<file path="src/rtl/msc_pkg.sv">
// ****************************************************************
// misc system control constants and types
// ****************************************************************
package msc_pkg;

   // ****************************************************************
   // register indices (byte address is four times the index)
   // ****************************************************************
   localparam logic [8:0] IDX_PC_HIGH_SRC = 9'h10C;
   localparam logic [8:0] IDX_BG_TRIM_LOW = 9'h10E;
   localparam logic [8:0] IDX_FOSC_TRIM   = 9'h10F;
   localparam logic [8:0] IDX_BG_TRIM_2V  = 9'h111;
   localparam logic [8:0] IDX_REG_OUT     = 9'h112;
   localparam logic [8:0] IDX_ROM_DLY     = 9'h113;
   localparam logic [8:0] IDX_FOSC_FINE   = 9'h114;
   localparam logic [8:0] IDX_RAM_FIRST   = 9'h120;
   localparam logic [8:0] IDX_RAM_LAST    = 9'h16F;

   // ****************************************************************
   // field layout and reset values
   // ****************************************************************
   localparam int         PC_HI_W      = 4;
   localparam int         BG_TRIM_W    = 5;
   localparam int         FOSC_TRIM_W  = 7;
   localparam int         BG2_TRIM_W   = 8;
   localparam int         FINE_W       = 5;
   localparam int         DLY_W        = 2;
   localparam int         RAM_DEPTH    = 80;
   localparam int         RAM_AW       = 7;
   localparam int         DATA_W       = 8;
   localparam logic [7:0] HOLD_KEY     = 8'h1C;
   localparam logic [4:0] FINE_RESET   = 5'h00;
   localparam logic [1:0] DLY_RESET    = 2'h0;
   localparam logic       REG_OUT_RST  = 1'b0;
   localparam logic       HOLD_RESET   = 1'b0;
   localparam logic [3:0] PC_HI_RESET  = 4'h0;

   // ****************************************************************
   // rom read strobe delay encodings
   // ****************************************************************
   localparam logic [1:0] DLY_20NS     = 2'h0;
   localparam logic [1:0] DLY_16NS     = 2'h1;
   localparam logic [1:0] DLY_12NS     = 2'h2;
   localparam logic [1:0] DLY_8NS      = 2'h3;

   // ****************************************************************
   // bus constants
   // ****************************************************************
   localparam logic [1:0] HTRANS_IDLE   = 2'h0;
   localparam logic [1:0] HTRANS_NONSEQ = 2'h2;
   localparam logic       HRESP_OKAY    = 1'b0;

   // ****************************************************************
   // carriers
   // ****************************************************************
   typedef struct packed {
      logic [BG_TRIM_W-1:0]   bg_trim;
      logic [FOSC_TRIM_W-1:0] fosc_trim;
      logic [FINE_W-1:0]      fosc_fine;
      logic [DLY_W-1:0]       rom_dly;
      logic                   reg_out_en;
   } msc_trim_t;

   typedef struct packed {
      logic [BG_TRIM_W-1:0]   bg_trim;
      logic [FOSC_TRIM_W-1:0] fosc_trim;
      logic [BG2_TRIM_W-1:0]  bg2_trim;
   } msc_cfg_t;

endpackage : msc_pkg

</file>
<file path="src/rtl/msc_regs.sv">
// ****************************************************************
// misc system control register bank, ahb-lite slave
// ****************************************************************

module msc_regs (
   // clock and reset
   input  wire logic               REF_CLK,
   input  wire logic               RST_N,
   // ahb-lite slave
   input  wire logic               HSEL,
   input  wire logic [31:0]        HADDR,
   input  wire logic [1:0]         HTRANS,
   input  wire logic               HWRITE,
   input  wire logic [2:0]         HSIZE,
   input  wire logic [31:0]        HWDATA,
   input  wire logic               HREADY,
   output logic      [31:0]        HRDATA,
   output logic                    HREADYOUT,
   output logic                    HRESP,
   // cpu program counter side
   input  wire logic               PC_LOW_WR,
   input  wire logic               PC_HIGH_LOAD,
   input  wire logic [3:0]         PC_HIGH_IN,
   input  wire logic [3:0]         PC_HIGH_LATCH,
   output logic      [3:0]         PC_HIGH,
   output logic                    PC_HI_HOLD,
   // configuration data
   input  wire msc_pkg::msc_cfg_t  CFG,
   // trim and control outputs
   output msc_pkg::msc_trim_t      TRIM,
   output logic [7:0]              BG_TRIM_2V
);

   // ****************************************************************
   // reset release
   // ****************************************************************
   logic rst_s1_r;
   logic rst_n_s;

   always_ff @(posedge REF_CLK or negedge RST_N) begin
      if (!RST_N) begin
         rst_s1_r <= 1'b0;
         rst_n_s  <= 1'b0;
      end else begin
         rst_s1_r <= 1'b1;
         rst_n_s  <= rst_s1_r;
      end
   end

   // ****************************************************************
   // bus address phase
   // ****************************************************************
   logic       wr_pend_r;
   logic       rd_pend_r;
   logic [8:0] idx_r;
   logic       hready_r;
   logic [31:0] hrdata_r;

   wire        addr_take = HSEL && HREADY && HTRANS[1];
   wire        rd_take   = addr_take && !HWRITE;
   wire        wr_take   = addr_take && HWRITE;
   wire [8:0]  addr_idx  = HADDR[10:2];

   always_ff @(posedge REF_CLK or negedge rst_n_s) begin
      if (!rst_n_s) begin
         wr_pend_r <= 1'b0;
         rd_pend_r <= 1'b0;
         idx_r     <= 9'h000;
      end else begin
         wr_pend_r <= wr_take;
         rd_pend_r <= rd_take;
         if (addr_take) begin
            idx_r <= addr_idx;
         end
      end
   end

   // ****************************************************************
   // decode in data phase
   // ****************************************************************
   wire       sel_pch  = idx_r == msc_pkg::IDX_PC_HIGH_SRC;
   wire       sel_bg   = idx_r == msc_pkg::IDX_BG_TRIM_LOW;
   wire       sel_fosc = idx_r == msc_pkg::IDX_FOSC_TRIM;
   wire       sel_bg2  = idx_r == msc_pkg::IDX_BG_TRIM_2V;
   wire       sel_reg  = idx_r == msc_pkg::IDX_REG_OUT;
   wire       sel_dly  = idx_r == msc_pkg::IDX_ROM_DLY;
   wire       sel_fine = idx_r == msc_pkg::IDX_FOSC_FINE;
   wire       sel_ram  = idx_r >= msc_pkg::IDX_RAM_FIRST && idx_r <= msc_pkg::IDX_RAM_LAST;
   wire [8:0] ram_off  = idx_r - msc_pkg::IDX_RAM_FIRST;
   wire [6:0] ram_idx  = ram_off[6:0];
   wire [7:0] wbyte    = HWDATA[7:0];

   wire wr_pch  = wr_pend_r && sel_pch;
   wire wr_bg   = wr_pend_r && sel_bg;
   wire wr_fosc = wr_pend_r && sel_fosc;
   wire wr_reg  = wr_pend_r && sel_reg;
   wire wr_dly  = wr_pend_r && sel_dly;
   wire wr_fine = wr_pend_r && sel_fine;
   wire wr_ram  = wr_pend_r && sel_ram;

   // ****************************************************************
   // pc high source control
   // ****************************************************************
   logic       hold_r;
   logic       hold_nxt;
   logic [3:0] pc_high_r;
   logic [3:0] pc_high_nxt;

   assign hold_nxt    = wr_pch ? (wbyte == msc_pkg::HOLD_KEY) : hold_r;
   assign pc_high_nxt = PC_LOW_WR    ? (hold_r ? pc_high_r : PC_HIGH_LATCH) :
                        PC_HIGH_LOAD ? PC_HIGH_IN : pc_high_r;

   always_ff @(posedge REF_CLK or negedge rst_n_s) begin
      if (!rst_n_s) begin
         hold_r    <= msc_pkg::HOLD_RESET;
         pc_high_r <= msc_pkg::PC_HI_RESET;
      end else begin
         hold_r    <= hold_nxt;
         pc_high_r <= pc_high_nxt;
      end
   end

   // ****************************************************************
   // trim and control registers
   // ****************************************************************
   logic                            cfg_load_r;
   logic [msc_pkg::BG_TRIM_W-1:0]   bg_r;
   logic [msc_pkg::FOSC_TRIM_W-1:0] fosc_r;
   logic [msc_pkg::BG2_TRIM_W-1:0]  bg2_r;
   logic [msc_pkg::FINE_W-1:0]      fine_r;
   logic [msc_pkg::DLY_W-1:0]       dly_r;
   logic                            reg_out_r;

   // configuration values caught on the first edge after release
   always_ff @(posedge REF_CLK or negedge rst_n_s) begin
      if (!rst_n_s) begin
         cfg_load_r <= 1'b1;
         bg_r       <= '0;
         fosc_r     <= '0;
         bg2_r      <= '0;
      end else begin
         cfg_load_r <= 1'b0;
         if (cfg_load_r) begin
            bg_r   <= CFG.bg_trim;
            fosc_r <= CFG.fosc_trim;
            bg2_r  <= CFG.bg2_trim;
         end else begin
            if (wr_bg) begin
               bg_r <= wbyte[msc_pkg::BG_TRIM_W-1:0];
            end
            if (wr_fosc) begin
               fosc_r <= wbyte[msc_pkg::FOSC_TRIM_W-1:0];
            end
         end
      end
   end

   always_ff @(posedge REF_CLK or negedge rst_n_s) begin
      if (!rst_n_s) begin
         fine_r    <= msc_pkg::FINE_RESET;
         dly_r     <= msc_pkg::DLY_RESET;
         reg_out_r <= msc_pkg::REG_OUT_RST;
      end else begin
         if (wr_fine) begin
            fine_r <= wbyte[msc_pkg::FINE_W-1:0];
         end
         if (wr_dly) begin
            dly_r <= wbyte[msc_pkg::DLY_W-1:0];
         end
         if (wr_reg) begin
            reg_out_r <= wbyte[0];
         end
      end
   end

   // ****************************************************************
   // general ram bank
   // ****************************************************************
   logic [7:0] ram_rdata;

   msc_ram #(
      .DEPTH (msc_pkg::RAM_DEPTH),
      .AW    (msc_pkg::RAM_AW),
      .DW    (msc_pkg::DATA_W)
   ) u_ram (
      .clk     (REF_CLK),
      .wr_en   (wr_ram),
      .wr_addr (ram_idx),
      .wr_data (wbyte),
      .rd_addr (ram_idx),
      .rd_data (ram_rdata)
   );

   // ****************************************************************
   // read mux and response
   // ****************************************************************
   logic [7:0] rd_val;

   assign rd_val = sel_pch  ? {4'h0, pc_high_r} :
                   sel_bg   ? {3'h0, bg_r} :
                   sel_fosc ? {1'h0, fosc_r} :
                   sel_bg2  ? bg2_r :
                   sel_reg  ? {7'h00, reg_out_r} :
                   sel_dly  ? {6'h00, dly_r} :
                   sel_fine ? {3'h0, fine_r} :
                   sel_ram  ? ram_rdata : 8'h00;

   // one wait state on reads so a write just before is seen
   always_ff @(posedge REF_CLK or negedge rst_n_s) begin
      if (!rst_n_s) begin
         hready_r <= 1'b1;
         hrdata_r <= 32'h0000_0000;
      end else begin
         hready_r <= !rd_take;
         if (rd_pend_r) begin
            hrdata_r <= {24'h00_0000, rd_val};
         end
      end
   end

   // ****************************************************************
   // outputs
   // ****************************************************************
   assign HRDATA               = hrdata_r;
   assign HREADYOUT            = hready_r;
   assign HRESP                = msc_pkg::HRESP_OKAY;
   assign PC_HIGH              = pc_high_r;
   assign PC_HI_HOLD           = hold_r;
   assign BG_TRIM_2V           = bg2_r;
   assign TRIM                 = '{
      bg_trim    : bg_r,
      fosc_trim  : fosc_r,
      fosc_fine  : fine_r,
      rom_dly    : dly_r,
      reg_out_en : reg_out_r
   };

   // ****************************************************************
   // checks
   // ****************************************************************
   chk_hold_set: assert property (
      @(posedge REF_CLK) disable iff (!rst_n_s)
      wr_pch && wbyte == 8'h1C |=> PC_HI_HOLD)
      else $error("hold flag not set by key write");

   chk_hold_clear: assert property (
      @(posedge REF_CLK) disable iff (!rst_n_s)
      wr_pch && wbyte != 8'h1C |=> !PC_HI_HOLD)
      else $error("hold flag not cleared by other write");

   chk_pch_keep: assert property (
      @(posedge REF_CLK) disable iff (!rst_n_s)
      PC_LOW_WR && PC_HI_HOLD |=> $stable(PC_HIGH))
      else $error("pc high changed while held");

   chk_pch_latch: assert property (
      @(posedge REF_CLK) disable iff (!rst_n_s)
      PC_LOW_WR && !PC_HI_HOLD |=> PC_HIGH == $past(PC_HIGH_LATCH))
      else $error("pc high not loaded from latch");

   chk_reset_vals: assert property (
      @(posedge REF_CLK)
      $rose(rst_n_s) |-> !PC_HI_HOLD && TRIM.rom_dly == 2'h0 && TRIM.fosc_fine == 5'h00)
      else $error("reset values wrong");

   chk_pch_read: assert property (
      @(posedge REF_CLK) disable iff (!rst_n_s)
      rd_pend_r && sel_pch |=> HREADYOUT && HRDATA == {28'h000_0000, $past(PC_HIGH)})
      else $error("pc high read back wrong");

   chk_cfg_load: assert property (
      @(posedge REF_CLK) disable iff (!rst_n_s)
      cfg_load_r |=> TRIM.bg_trim == $past(CFG.bg_trim) && TRIM.fosc_trim == $past(CFG.fosc_trim))
      else $error("trim not loaded from configuration");

   chk_factory_ro: assert property (
      @(posedge REF_CLK) disable iff (!rst_n_s)
      !cfg_load_r ##1 wr_pend_r && sel_bg2 |=> $stable(BG_TRIM_2V))
      else $error("factory trim changed by write");

   chk_dly_write: assert property (
      @(posedge REF_CLK) disable iff (!rst_n_s)
      wr_dly |=> TRIM.rom_dly == $past(HWDATA[1:0]))
      else $error("rom delay field not written");

   chk_reg_out: assert property (
      @(posedge REF_CLK) disable iff (!rst_n_s)
      wr_reg |=> TRIM.reg_out_en == $past(HWDATA[0]))
      else $error("regulator output bit not written");

   chk_upper_zero: assert property (
      @(posedge REF_CLK) disable iff (!rst_n_s)
      rd_pend_r && (sel_dly || sel_fine || sel_reg) |=> HRDATA[31:5] == 27'h000_0000)
      else $error("undefined bits read nonzero");

   chk_read_wait: assert property (
      @(posedge REF_CLK) disable iff (!rst_n_s)
      rd_take |=> !HREADYOUT ##1 HREADYOUT)
      else $error("read wait state wrong");

   chk_pch_load: assert property (
      @(posedge REF_CLK) disable iff (!rst_n_s)
      PC_HIGH_LOAD && !PC_LOW_WR |=> PC_HIGH == $past(PC_HIGH_IN))
      else $error("pc high not loaded by pc update");

   chk_bg_write: assert property (
      @(posedge REF_CLK) disable iff (!rst_n_s)
      wr_bg && !cfg_load_r |=> TRIM.bg_trim == $past(HWDATA[4:0]))
      else $error("bandgap trim not written");

   chk_fosc_write: assert property (
      @(posedge REF_CLK) disable iff (!rst_n_s)
      wr_fosc && !cfg_load_r |=> TRIM.fosc_trim == $past(HWDATA[6:0]))
      else $error("oscillator trim not written");

   chk_fine_write: assert property (
      @(posedge REF_CLK) disable iff (!rst_n_s)
      wr_fine |=> TRIM.fosc_fine == $past(HWDATA[4:0]))
      else $error("fine step field not written");

   chk_rdata_stand: assert property (
      @(posedge REF_CLK) disable iff (!rst_n_s)
      !rd_pend_r |=> $stable(HRDATA))
      else $error("read data changed without a read");

   cov_key_write: cover property (@(posedge REF_CLK) disable iff (!rst_n_s) wr_pch && wbyte == 8'h1C);
   cov_held_pcl:  cover property (@(posedge REF_CLK) disable iff (!rst_n_s) PC_LOW_WR && PC_HI_HOLD);
   cov_ram_read:  cover property (@(posedge REF_CLK) disable iff (!rst_n_s) rd_pend_r && sel_ram);
   cov_dly_8ns:   cover property (@(posedge REF_CLK) disable iff (!rst_n_s) wr_dly && wbyte[1:0] == 2'h3);
   cov_clr_write: cover property (@(posedge REF_CLK) disable iff (!rst_n_s) wr_pch && wbyte != 8'h1C);

endmodule : msc_regs

</file>
<file path="src/rtl/msc_ram.sv">
// ****************************************************************
// general ram bank, flip-flop storage, no reset
// ****************************************************************
module msc_ram #(
   parameter int DEPTH = msc_pkg::RAM_DEPTH,
   parameter int AW    = msc_pkg::RAM_AW,
   parameter int DW    = msc_pkg::DATA_W
) (
   // clock
   input  wire logic          clk,
   // write side
   input  wire logic          wr_en,
   input  wire logic [AW-1:0] wr_addr,
   input  wire logic [DW-1:0] wr_data,
   // read side
   input  wire logic [AW-1:0] rd_addr,
   output logic      [DW-1:0] rd_data
);

   logic [DW-1:0] mem_r [DEPTH];

   // contents undefined after reset
   always_ff @(posedge clk) begin
      if (wr_en) begin
         mem_r[wr_addr] <= wr_data;
      end
   end

   assign rd_data = mem_r[rd_addr];

endmodule : msc_ram

</file>
<file path="config.mk">
export PLATFORM = sky130hd
export DESIGN_NAME = msc_regs
export DESIGN_NICKNAME = d
export VERILOG_FILES = /design/src/rtl/msc_pkg.sv /design/src/rtl/msc_regs.sv /design/src/rtl/msc_ram.sv
export SDC_FILE = /design/constraint.sdc
export NUM_CORES = 1
export LEC_CHECK = 0
export BUFFER_PORTS_ARGS = -buffer_cell sky130_fd_sc_hd__buf_4
export CORE_ASPECT_RATIO = 1.1
export CORE_MARGIN = 2
export CORE_UTILIZATION = 28
export DETAILED_ROUTE_END_ITERATION = 7
export SYNTH_ARGS = -nofsm -noshare
export SYNTH_HDL_FRONTEND = slang
export SYNTH_SLANG_ARGS = --single-unit
</file>
<file path="constraint.sdc">
create_clock -name REF_CLK -period 1.95 [get_ports REF_CLK]
set_input_delay 0 -clock REF_CLK [delete_from_list [all_inputs] [get_ports REF_CLK]]
set_output_delay 0 -clock REF_CLK [all_outputs]
set_load 0.005 [all_outputs]
</file>
-- Word-level counts from Yosys, hierarchy flattened
Memories as Yosys holds them, arrays and structs flattened.
Index checks and enable logic that the tools add are counted.
- memories: 1
- output and inout port bits: 67
- memory bits (writable): 640
- word-level logic and storage cells: 64
- bits in registers: 56
- memory list (name ; depth ; bits a word ; rd ports ; clocked after memory_dff ; wr ports ; RTL line ; text):
    u_ram.mem_r ; 80 ; 8 ; 1 ; 0 ; 1 ; msc_ram.sv:20 ; logic [DW-1:0] mem_r [DEPTH];
- $add $sub $neg: 1
- muxes and demuxes: 17
- $lt $le $gt $ge: 2
- reduce and logical (&&, ||, !) cells: 18
- eq/ne operators: 9
- operator list (cell ; number):
    two-way mux 8 bit ; 8
    equality test 9 bit, second input constant ; 7
    two-way mux 7 bit ; 2
    logical AND 1 bit ; 12
    two-way mux 4 bit ; 3
    two-way mux 5 bit ; 2
    >= comparator 9 bit, second input constant ; 1
    <= comparator 9 bit, second input constant ; 1
    equality test 8 x 5 -> 1 bit, second input constant ; 1
    subtractor 7 x 6 -> 7 bit, second input constant ; 1
    nonzero test 2 bit ; 3
    zero test 1 bit ; 2
    two-way mux 1 bit ; 2
    inequality test 2 bit, second input constant ; 1
    AND reduction 2 bit ; 1

-- Logic depth before layout (Yosys ltp)
Gate-level depths: netlist of the first run.
- depth after elaboration: 10
- depth in mapped cells: 11
- gate-level depth less buffers: 8

-- Modules after synthesis
From an unflattened synthesis of the first run, not the netlist that was laid out.
- cells, all modules: 1410
- area total of the unflattened synthesis: 27848.0 um^2
- by module, submodules not included (module ; times used ; area an instance (um^2) ; cells an instance):
    msc_ram ; 1 ; 24742.5 ; 1104
    msc_regs ; 1 ; 3105.5 ; 306

-- Worst setup path before layout of the first run
OpenSTA, ideal clock, no wires.
- kind: register to register
- start point: reg idx_r[5]
- end point: mem u_ram.mem_r[25][0] in the netlist's numbering (enable)
- clock period less this slack: 2.747 ns
- required time: 1.580 ns
- arrival: 2.377 ns
- cell stages (with the launch flop): 11
- library setup time: 0.370 ns
- setup slack: -0.797 ns
- cells stage by stage: dfrtp_1 -> buf_2 -> clkinv_1 -> ha_1 -> nor3b_1 -> a41o_1 -> and2_1 -> and3_1 -> clkbuf_1 -> nand2_1 -> nor2_1
- cells in the longest elaborated chain, start to end: 5
- ends and longest elaborated chain (what ; RTL line ; text):
    start: declaration ; msc_regs.sv:55 ; logic [8:0] idx_r;
    start signal: assignment ; msc_regs.sv:73 ; idx_r <= addr_idx;
    >= comparator 9 bit or <= comparator 9 bit (tied branches) ; msc_regs.sv:88 ; wire sel_ram = idx_r >= msc_pkg::IDX_RAM_FIRST && idx_r <= msc_pkg::IDX_RAM_LAST;
    logical AND 1 bit ; msc_regs.sv:88 ;
    logical AND 1 bit ; msc_regs.sv:99 ; wire wr_ram = wr_pend_r && sel_ram;
    two-way mux 1 bit ; msc_ram.sv:24 ; if (wr_en) begin
    two-way mux 1 bit (not written as such) ; msc_ram.sv:25 ; mem_r[wr_addr] <= wr_data;
    end: declaration ; msc_ram.sv:20 ;
Several ways; a longest one is shown, not always the timed one.

-- Final worst setup path of the first run
- start point: reg idx_r[6]
- end point: mem u_ram.mem_r[4][6] in the netlist's numbering (enable)
Same word-level chain as after synthesis.

==> run summary, run 1 <==
Final hold slack: 0.180 ns
Yosys warning count: 0
Rel. slew slack: 50.9%
Worst clock skew: 0.0242 ns
H-Tree Depth: 3
Sequential share of power: 44.0%
Wire per inst: 24.1 microns
Main synth FF type: edfxtp_1
Initial Utilization: 28.3%
DRC viols: 0
Synth unique cells: 61
Deepest clock path buffer count: 3
VDD IR max: 0.543 mV
Unrepaired setup endpoints after global routing: true
Sw Ratio: 25.5%
EDFF count, synth: 640
Layout area overhead: 35.4%
Vias in the first global route: 16823
Worst Path Required: 2.25 ns
Crit Path Class: register to register
Final instance area: 0.0379 sq mm
IO buf count: 94
Rows: 121
Hold Crit Class: primary input to register
Clock latency on the worst-skew pair: 0.60 ns
CTS Sinks: 696
DR vias: 16450
Crit. End Element: register
PwrDens: 1000 mW/mm^2
Crit-path most repeated cell: buf_6
Max cap viols: 0
Pwr Total: 37.9 mW
CTS tree: built
CP Buf/Inv Count: 4
Die H: 336 microns
Initial antenna violation count: 0
Layout Utilization: 38.3%
Placeable Area: 0.0990 sq mm
Comb pwr share: 19.9%
Worst-path clk slew: 0.06 ns
Post-DP Area: 0.0327 sq mm
CTS root buf: clkbuf_16
DRT iter0 DRCs: 1588
Syn avg cell area: 19.0 sq um
Critical Path Fanout Max: 8
Sequential-to-total area share from yosys stat: 73.7%
Crit-path leading delay family: simple AND/OR/NAND/NOR gates
Final Max Tran Viols: 0
Detailed Route WL: 79800 microns
Largest net degree at the start of global routing: 61
Static Leak: 12.9 nW
Crit-path max cell delay: 0.48 ns
Layout cells sized above 1: 45.5%
Switching power: 9.66 mW
Violated checks: negative setup slack
CTS Buf Count: 70
Worst setup margin: -0.669 ns
Outcome: complete, but fails checks
Max Fclk: 382 MHz
1st-pass router iterations: 5
Period utilisation layout: 134%
I/O pins: 171
Die X: 305 microns
P_int: 28.3 mW
DIE AREA: 0.102 sq mm
Total GRT Usage: 15.1%
Critical path's slowest cell: dfrtp_2
Total grt overflow: 0
Final hold vios: 0
Clk pwr share: 36.1%
Ys async rst share: 8.05%
Arrival @ worst endpoint: 2.92 ns
Post-Synthesis Cells: 1473
Synthesized flop and latch total: 696
Final #Nets: 2079
Cell Area, Synth: 0.0280 sq mm
Vias per std cell: 4.96
Dpl hpwl: 53000 microns
Startpoint type of the worst setup path: register
Worst-path cell chain: inv_1 > ha_4 > nor3b_4 > a41o_1 > and2_4 > buf_6 > nand4_1 > buf_12 > nor2_4 > buf_6
Slew @ Worst Pin: 0.735 ns
RD Place Congestion: 0.913
Count of final setup violators: 661
Global-route wire length before repair: 114000 microns
Post-layout minimum cycle time: 2.62 ns
Post-route ant nets: 0
## synth_stat cells, types with 3 or more instances
library cell	count	area (sq um)
a211oi_1	9	67.6
clkbuf_1	33	124
a21o_1	4	30.0
nand2b_1	6	37.5
a211o_1	3	26.3
and2_1	6	37.5
o21ai_0	25	125
buf_6	15	169
o22ai_1	9	56.3
nor3_1	10	50.1
nor2b_1	15	93.8
ha_1	4	50.1
nand2_1	62	233
dfrtp_1	54	1350
mux2i_1	49	490
nand4_1	9	56.3
nand3_1	18	90.1
mux4_2	145	3270
buf_4	30	225
nor4_1	5	31.3
mux4_1	7	184
mux2_2	26	293
a31oi_1	7	43.8
inv_1	9	33.8
nor2_1	110	413
nor3b_1	6	45.0
a22o_1	8	70.1
edfxtp_1	640	19200
o31ai_1	5	37.5
buf_2	24	120
a22oi_1	47	353
a21oi_1	25	125
and3_1	5	31.3
## worst reg2reg max path: cells and delay by family (launching register included)
| family | cells | cell delay (ns) |
|---|---|---|
| buffers and inverters | 4 | 0.62 |
| AO/OA/AOI/OAI | 1 | 0.19 |
| adder cells (fa/ha/maj) | 1 | 0.20 |
| AND/OR/NAND/NOR | 4 | 0.84 |
| flip-flops | 1 | 0.48 |
## layer usage
metal  GRT usage [%]  wire length, microns  vias up
met3            2.22                  4510      132
met5               0                     0        -
met1            19.4                 31900     8699
met2            26.2                 40800      663
met4            4.94                  2570        0
li1                -                     -     6956
## registers in the layout, summed over array words and instances, names as in the netlist
| name | cells |
|---|---|
| u_ram.mem_r | 640 |
| wr_pend_r | 1 |
| fosc_r | 7 |
| fine_r | 5 |
| BG_TRIM_2V | 8 |
| idx_r | 9 |
| cfg_load_r | 1 |
| PC_HI_HOLD | 1 |
| rd_pend_r | 1 |
| HREADYOUT | 1 |
| reg_out_r | 1 |
| bg_r | 5 |
| PC_HIGH | 4 |
| rst_s1_r | 1 |
| dly_r | 2 |
| HRDATA | 8 |
| rst_n_s | 1 |
## metrics by stage
step	setup slack [ns]	TNS, ns	cells
finish	-0.669	-367.14	3314
global route	-0.705	-373.06	3313
CTS	-0.612	-364.23	3290
detailed placement	-1.07	-466.64	3098
global placement	-1.07	-449.21	3098
floorplan	-0.488	-273.70	1498
## cell usage in the layout, fill, tap and decap left out, types with 8 or more instances in the layout
cell type      Yosys  layout
buf_4             30     274
mux2i_1           49      46
nand4_1            9       9
inv_1              9       8
buf_6             15      91
a21oi_1           25      15
clkinv_2           0      11
dlygate4sd3_1      0      53
o21ai_0           25      12
nand2_1           62      46
buf_12             2      52
bufinv_16          0      10
o21ai_1            1      13
buf_8              0      28
a22oi_2            0      24
a21oi_2            0       9
clkinv_1           1      12
nor2b_1           15      12
conb_1             2      27
clkbuf_16          0      72
a22oi_1           47      23
edfxtp_1         640     640
mux4_2           145     147
nor2_1           110      23
nand3_1           18      13
dfrtp_1           54      48
mux2_2            26      24
o22ai_1            9       8
nor2_4             0      82
## cells by family after synthesis
kind of cell             after synthesis  synth area share [%]
buffers and inverters                116                  2.58
AND/OR/NAND/NOR                      260                  4.23
multiplexers                         227                  15.1
adder cells (fa/ha/maj)                4                 0.179
AO/OA/AOI/OAI                        168                  4.15
other                                  2                0.0268
flip-flops                           696                  73.7
## area by class of cell
type,count,area [sq um]
multi-input cells,686,7930
clock buffers,80,1840
diodes,1,2.50
fillers,8926,61100
repair buffers,507,5320
clock inverters,43,499
flip-flops and latches,696,20600
well taps,1291,1620
inverters,10,50.0
## power by group through the flow
| stage | registers [mW] | clock network [mW] | logic [mW] |
|---|---|---|---|
| after floorplan | 16.9 | 0 | 3.28 |
| after global placement | 17.0 | 0 | 6.28 |
| final | 16.7 | 13.7 | 7.54 |
| after detailed placement | 17.0 | 0 | 6.31 |
| after global routing | 16.7 | 14.5 | 7.88 |
| after CTS | 16.7 | 14.0 | 7.10 |
## path summary, 6_finish.rpt
kind	start	end	slack [ns]	cells past startpoint
max reg2reg	idx_r[6]	u_ram.mem_r[4][6]	-0.67	10
min reg2reg	rst_n_s	HRDATA[2]	0.26	0
max	idx_r[6]	u_ram.mem_r[4][6]	-0.67	10
min	CFG[2]	BG_TRIM_2V[2]	0.18	3
max in group asynchronous	rst_n_s	HREADYOUT	1.04	1
min in group asynchronous	rst_n_s	HRDATA[2]	0.26	0
## timing repair
item,4_1_cts,5_1_grt
hold endpoints to repair,260,0
buffers inserted,12,26
gates resized for setup,137,328
endpoints found under the setup margin,668,670
pin swaps,31,81
hold buffers,53,0
cloned,5,1
No activity file was read; power rests on OpenSTA's default activity.
==> run 2: changes to the inputs <==
--- a/config.mk
+++ b/config.mk
@@ -9,6 +9,7 @@
 export CORE_ASPECT_RATIO = 1.1
 export CORE_MARGIN = 2
 export CORE_UTILIZATION = 28
+export CTS_CLUSTER_DIAMETER = 50
 export DETAILED_ROUTE_END_ITERATION = 7
 export SYNTH_ARGS = -nofsm -noshare
 export SYNTH_HDL_FRONTEND = slang
==> constraint.sdc (replaced) <==
create_clock -name REF_CLK -period 1.95 [get_ports REF_CLK]
set_input_delay 0.2925 -clock REF_CLK [delete_from_list [all_inputs] [get_ports REF_CLK]]
set_output_delay 0.2925 -clock REF_CLK [all_outputs]
set_load 0.005 [all_outputs]
==> run 2 against run 1 <==
Critical endpoint is now HRDATA[6]. Worst hold slack lost 0.14 ns. Global-route usage is 0.10 points higher. Combinational power fell by 2%. Final area fell by 1.6%. Utilization down 0.62 points. The run still ends with negative setup slack left. Sequential share of layout area is 0.90 points higher. Critical path depth decreased by 2.
==> run summary, run 2 (synthesized netlist as in run 1, its figures left out) <==
Outcome: complete, but fails checks
Violated checks: negative setup slack
Worst Hold Launch: PC_HIGH_IN[3]
Max FFs per register: 640
Worst Path Required: 2.46 ns
IO buf count: 94
Critical path's slowest cell: mux4_2
DIE AREA: 0.102 sq mm
Clock latency on the worst-skew pair: 0.63 ns
VDD IR max: 0.611 mV
Arrival @ worst endpoint: 3.08 ns
Layout area overhead: 33.2%
Vias in the first global route: 17121
Commonest non-fill, non-tap cells in the layout: edfxtp_1 (640), buf_4 (307), mux4_2 (150)
Crit. End Element: register
WHS Endpoint: PC_HIGH[3]
Post-DP Area: 0.0327 sq mm
Storage cell area: 0.0206 sq mm
Crit-path max cell delay: 0.55 ns
P_int: 28.2 mW
Placeable Area: 0.0990 sq mm
Layout cells sized above 1: 44.6%
Global-route wire length before repair: 116000 microns
DRT iter0 DRCs: 1419
Die X: 305 microns
Rows: 121
Initial Utilization: 28.3%
CTS tree: built
# fillers: 8994
Hold Crit Class: primary input to register
Setup TNS: -332.40 ns
Worst flop-to-flop path endpoint: HRDATA[6]
Crit Path Class: register to register
Worst setup margin: -0.620 ns
Footprint of the multi-input gates: 0.00764 sq mm
Dpl hpwl: 53000 microns
Reg-to-reg slack, setup: -0.62 ns
Placed Cells: 3100
Static Leak: 12.7 nW
Unrepaired setup endpoints after global routing: true
Commonest non-fill, non-tap cell in the layout: edfxtp_1
Post-layout minimum cycle time: 2.57 ns
Switching power: 10.1 mW
Max Fclk: 389 MHz
Critical Path Fanout Max: 6
H-Tree Depth: 3
CTS Buf Count: 78
Ant diodes: 0
PwrDens: 1030 mW/mm^2
Worst setup startpoint: idx_r[0]
DR vias: 16223
Count of final setup violators: 668
1st-pass router iterations: 5
Deepest clock path buffer count: 3
Largest net degree at the start of global routing: 69
Worst-path cell chain: buf_8 > buf_12 > buf_12 > mux4_2 > mux4_2 > nand2_4 > o31a_1 > o31ai_1
Slew @ Worst Pin: 0.844 ns
Post-route ant nets: 0
Final #Nets: 2062
Worst clock skew: 0.0216 ns
Final hold vios: 0
Total GRT Usage: 15.2%
Die H: 336 microns
Sequential share of power: 43.5%
Rel. slew slack: 43.7%
Hold Path Cell Cnt: 3
Total grt overflow: 0
Worst-path clk slew: 0.06 ns
Wire per inst: 23.8 microns
Final std cells w/o fill: 3307
Startpoint type of the worst setup path: register
CTS Sinks: 696
Sw Ratio: 26.4%
R2R Path Start: idx_r[0]
RD Place Congestion: 0.916
Biggest regs: u_ram.mem_r x640, idx_r x9
DRC viols: 0
R2R cell count: 8
Comb pwr share: 19.2%
Clk pwr share: 37.3%
Initial antenna violation count: 3
Max cap viols: 0
Final instance area: 0.0373 sq mm
CTS root buf: clkbuf_16
I/O pins: 171
Final Max Tran Viols: 0
Period utilisation layout: 132%
Vias per std cell: 4.91
Most flops, register: u_ram.mem_r
Detailed Route WL: 78900 microns
==> run 2: changes by cell type in the layout (fill, tap and decap cells not counted), moves of 6 or more <==
cell           delta
bufinv_16         -6
nor2_1           +17
buf_4            +33
buf_12            -7
nor2_4           -27
clkbuf_16         +9
dlygate4sd3_1    -15
buf_6            -29
clkbuf_1          +8
nor2_2           +10
o21ai_0          +12
o21ai_1          -12
==> run 2: layer usage <==
metal | part of all wire [%] | up-vias | global-route usage [%]
met5 | 0.029 | - | 0
met4 | 3.2 | 4 | 5.76
met3 | 6.2 | 139 | 2.87
met2 | 50 | 608 | 25.7
met1 | 40 | 8552 | 19.4
li1 | - | 6920 | -
==> run 2: final cells by class <==
class	count	share of cell area (%)
flip-flops and latches	696	55.4
multi-input cells	686	20.5
repair buffers	482	12.9
clock buffers	95	5.55
well taps	1291	4.33
clock inverters	47	1.20
inverters	10	0.134
==> run 2: worst max-delay path: cells and delay by family, from the launching register on <==
| kind | cells | cell delay, ns |
|---|---|---|
| muxes | 2 | 1.09 |
| AOI/OAI and AO/OA | 2 | 0.34 |
| DFF | 1 | 0.45 |
| buffers and inverters | 3 | 0.44 |
| and+or+nand+nor | 1 | 0.11 |
==> run 2: what timing repair did <==
| action | CTS | global route |
|---|---|---|
| gates resized for setup | 214 | 128 |
| hold buffers | 38 | 0 |
| setup endpoints to repair | 668 | 669 |
| cloned | 6 | 1 |
| buffers inserted | 11 | 12 |
| pin swaps | 34 | 47 |
| endpoints found under the hold margin | 38 | 0 |
==> run 2: power by group through the flow <==
stage / clock network [mW] / registers [mW] / logic (mW)
floorplan: 0 / 16.9 / 3.28
global placement: 0 / 17.0 / 6.26
detailed placement: 0 / 17.0 / 6.27
CTS: 14.6 / 16.7 / 7.18
global route: 15.1 / 16.7 / 7.70
finish: 14.3 / 16.7 / 7.36
==> run 2: how the worst max path moves through the flow <==
stage                               to  slack, ns  cells after the start
finish                       HRDATA[6]      -0.62                      8
global route                 HRDATA[6]      -0.65                     10
CTS                          HRDATA[6]      -0.61                      8
detailed placement           HRDATA[3]      -0.93                      8
global placement             HRDATA[3]      -0.93                      8
floorplan           u_ram.mem_r[59][0]      -0.49                     10
==> run 2: per-stage QoR <==
step	hold WS [ns]	total power, mW	setup slack (ns)	utilization [%]
CTS	0.00929	38.4	-0.613	37.0
detailed placement	0.0775	23.3	-0.927	33.0
global placement	0.0766	23.3	-0.927	33.0
finish	0.0353	38.4	-0.620	37.6
global route	0.0365	39.5	-0.653	37.6
floorplan	-0.00309	20.2	-0.488	-
==> run 3: changes to the inputs <==
--- a/config.mk
+++ b/config.mk
@@ -5,12 +5,12 @@
 export SDC_FILE = /design/constraint.sdc
 export NUM_CORES = 1
 export LEC_CHECK = 0
-export BUFFER_PORTS_ARGS = -buffer_cell sky130_fd_sc_hd__buf_4
 export CORE_ASPECT_RATIO = 1.1
 export CORE_MARGIN = 2
 export CORE_UTILIZATION = 28
 export CTS_CLUSTER_DIAMETER = 50
 export DETAILED_ROUTE_END_ITERATION = 7
+export DONT_BUFFER_PORTS = 1
 export SYNTH_ARGS = -nofsm -noshare
 export SYNTH_HDL_FRONTEND = slang
 export SYNTH_SLANG_ARGS = --single-unit
==> run 3 against run 2 <==
The run still ends with negative setup slack left. Worst setup slack got worse by 0.019 ns. Routed wire length decreased by 3.3%. Clock skew increased by 0.0014 ns. First-iteration DRC count increased by 13%. Sequential share of layout area increased by 0.98 points. Clock power about the same. Sequential power about the same. Non-clock buffer count decreased by 117. Die area unchanged. Cell count decreased by 3.5%. Power decreased by 2.3%. Largest cell class unchanged. Highest routed layer is now met4.
==> run summary, run 3 (synthesized netlist as in run 1, its figures left out) <==
Worst setup margin: -0.639 ns
Largest net degree at the start of global routing: 87
Critical Path Fanout Max: 7
Crit Path Class: register to register
CTS tree: built
Total grt overflow: 0
Global-route wire length before repair: 112000 microns
# fillers: 9001
Wire per inst: 23.9 microns
P_int: 27.7 mW
CTS Buf Count: 76
Die X: 305 microns
Total GRT Usage: 14.7%
H-Tree Depth: 3
Deepest clock path buffer count: 3
1st-pass router iterations: 5
Placeable Area: 0.0990 sq mm
Post-route ant nets: 0
Setup TNS: -273.81 ns
Final hold vios: 0
Sequential share of power: 44.6%
Footprint of the multi-input gates: 0.00776 sq mm
Die H: 336 microns
RD Place Congestion: 0.920
Biggest regs: u_ram.mem_r x640, idx_r x9
Commonest non-fill, non-tap cell in the layout: edfxtp_1
Final hold slack: 0.0837 ns
Worst-path clk slew: 0.06 ns
Most flops, register: u_ram.mem_r
Unrepaired setup endpoints after global routing: true
Storage cell area: 0.0206 sq mm
Slew @ Worst Pin: 0.600 ns
Commonest non-fill, non-tap cells in the layout: edfxtp_1 (640), buf_4 (167), mux4_2 (145)
Final #Nets: 1943
Period utilisation layout: 133%
Max FFs per register: 640
Crit. End Element: register
Clk pwr share: 37.4%
CTS Sinks: 696
Initial antenna violation count: 3
Max cap viols: 0
Vias in the first global route: 16306
Post-layout minimum cycle time: 2.59 ns
VDD IR max: 0.624 mV
Hold Crit Class: primary input to register
Comb pwr share: 17.9%
Static Leak: 12.1 nW
Worst Path Required: 2.41 ns
Outcome: complete, but fails checks
Violated checks: negative setup slack
CTS root buf: clkbuf_16
DIE AREA: 0.102 sq mm
Layout cells sized above 1: 40.8%
DRC viols: 0
Clock latency on the worst-skew pair: 0.61 ns
Max Fclk: 386 MHz
DR vias: 15767
Rows: 121
Worst clock skew: 0.0230 ns
Layout area overhead: 30.9%
Vias per std cell: 4.94
Dpl hpwl: 48900 microns
I/O pins: 171
Pre-CTS setup slack: -0.955 ns
Sw Ratio: 26.0%
Final Max Tran Viols: 0
Count of final setup violators: 669
IO buf count: 0
Startpoint type of the worst setup path: register
Switching power: 9.74 mW
Pwr Total: 37.5 mW
Arrival @ worst endpoint: 3.05 ns
Layout Utilization: 37.0%
Initial Utilization: 28.3%
Rel. slew slack: 59.6%
DRT iter0 DRCs: 1607
PwrDens: 1020 mW/mm^2
Detailed Route WL: 76200 microns
==> run 3: power by group through the flow <==
| stage | combinational (mW) | sequential [mW] | clock (mW) |
|---|---|---|---|
| finish | 6.72 | 16.7 | 14.0 |
| CTS | 6.60 | 16.7 | 14.3 |
| global route | 7.04 | 16.7 | 14.8 |
| global placement | 5.46 | 17.0 | 0 |
| detailed placement | 5.47 | 17.0 | 0 |
| floorplan | 3.28 | 16.9 | 0 |
==> run 3: area by class of cell <==
type | instances | share of cell area (%)
Timing Repair Buffer | 365 | 11.2
Clock buffer | 91 | 5.55
Clock inverter | 50 | 1.18
Sequential cell | 696 | 56.3
Multi-Input combinational cell | 686 | 21.2
Antenna cell | 1 | 0.00683
Tap cell | 1291 | 4.41
Inverter | 10 | 0.137
==> run 3: repair_timing <==
item / in CTS / in global routing
buffers inserted: 34 / 5
setup endpoints to repair: 669 / 669
pin swaps: 84 / 11
cloned: 4 / 0
hold buffers: 50 / 0
resized for setup: 357 / 20
endpoints found under the hold margin: 687 / 0
==> run 3: worst max-delay path, stage by stage (launching register included) <==
cell and delay (ns):
dfrtp_4 0.53, buf_12 0.17, buf_16 0.14, buf_12 0.14
mux4_2 0.43, mux4_2 0.54, nand2_2 0.09, nand3_2 0.08
a31oi_1 0.19, o221ai_1 0.12
==> run 3: metrics by stage <==
stage / instance area [sq um] / std cells
detailed placement: 31500 / 2958
global route: 36600 / 3190
CTS: 36500 / 3184
global placement: 31500 / 2958
floorplan: 28200 / 1498
finish: 36600 / 3190
==> run 3: per-layer routing <==
metal	up-vias	GRT usage, %	part of all wire (%)
met1	8329	19.0	41
met2	587	24.8	49
met4	0	5.58	3.5
met3	136	2.50	5.8
met5	-	0	0
li1	6715	-	-
==> run 3: worst paths after layout <==
check / from / end / slack (ns) / depth (start not counted)
worst max-delay path: idx_r[0] / HRDATA[4] / -0.64 / 9
worst min-delay path: HWDATA[0] / u_ram.mem_r[77][0] / 0.08 / 1
worst max register to register: idx_r[0] / HRDATA[4] / -0.64 / 9
worst min register to register: rst_n_s / PC_HIGH[2] / 0.26 / 1
max in group asynchronous: rst_n_s / HREADYOUT / 1.34 / 1
min in group asynchronous: rst_n_s / PC_HIGH[2] / 0.26 / 1
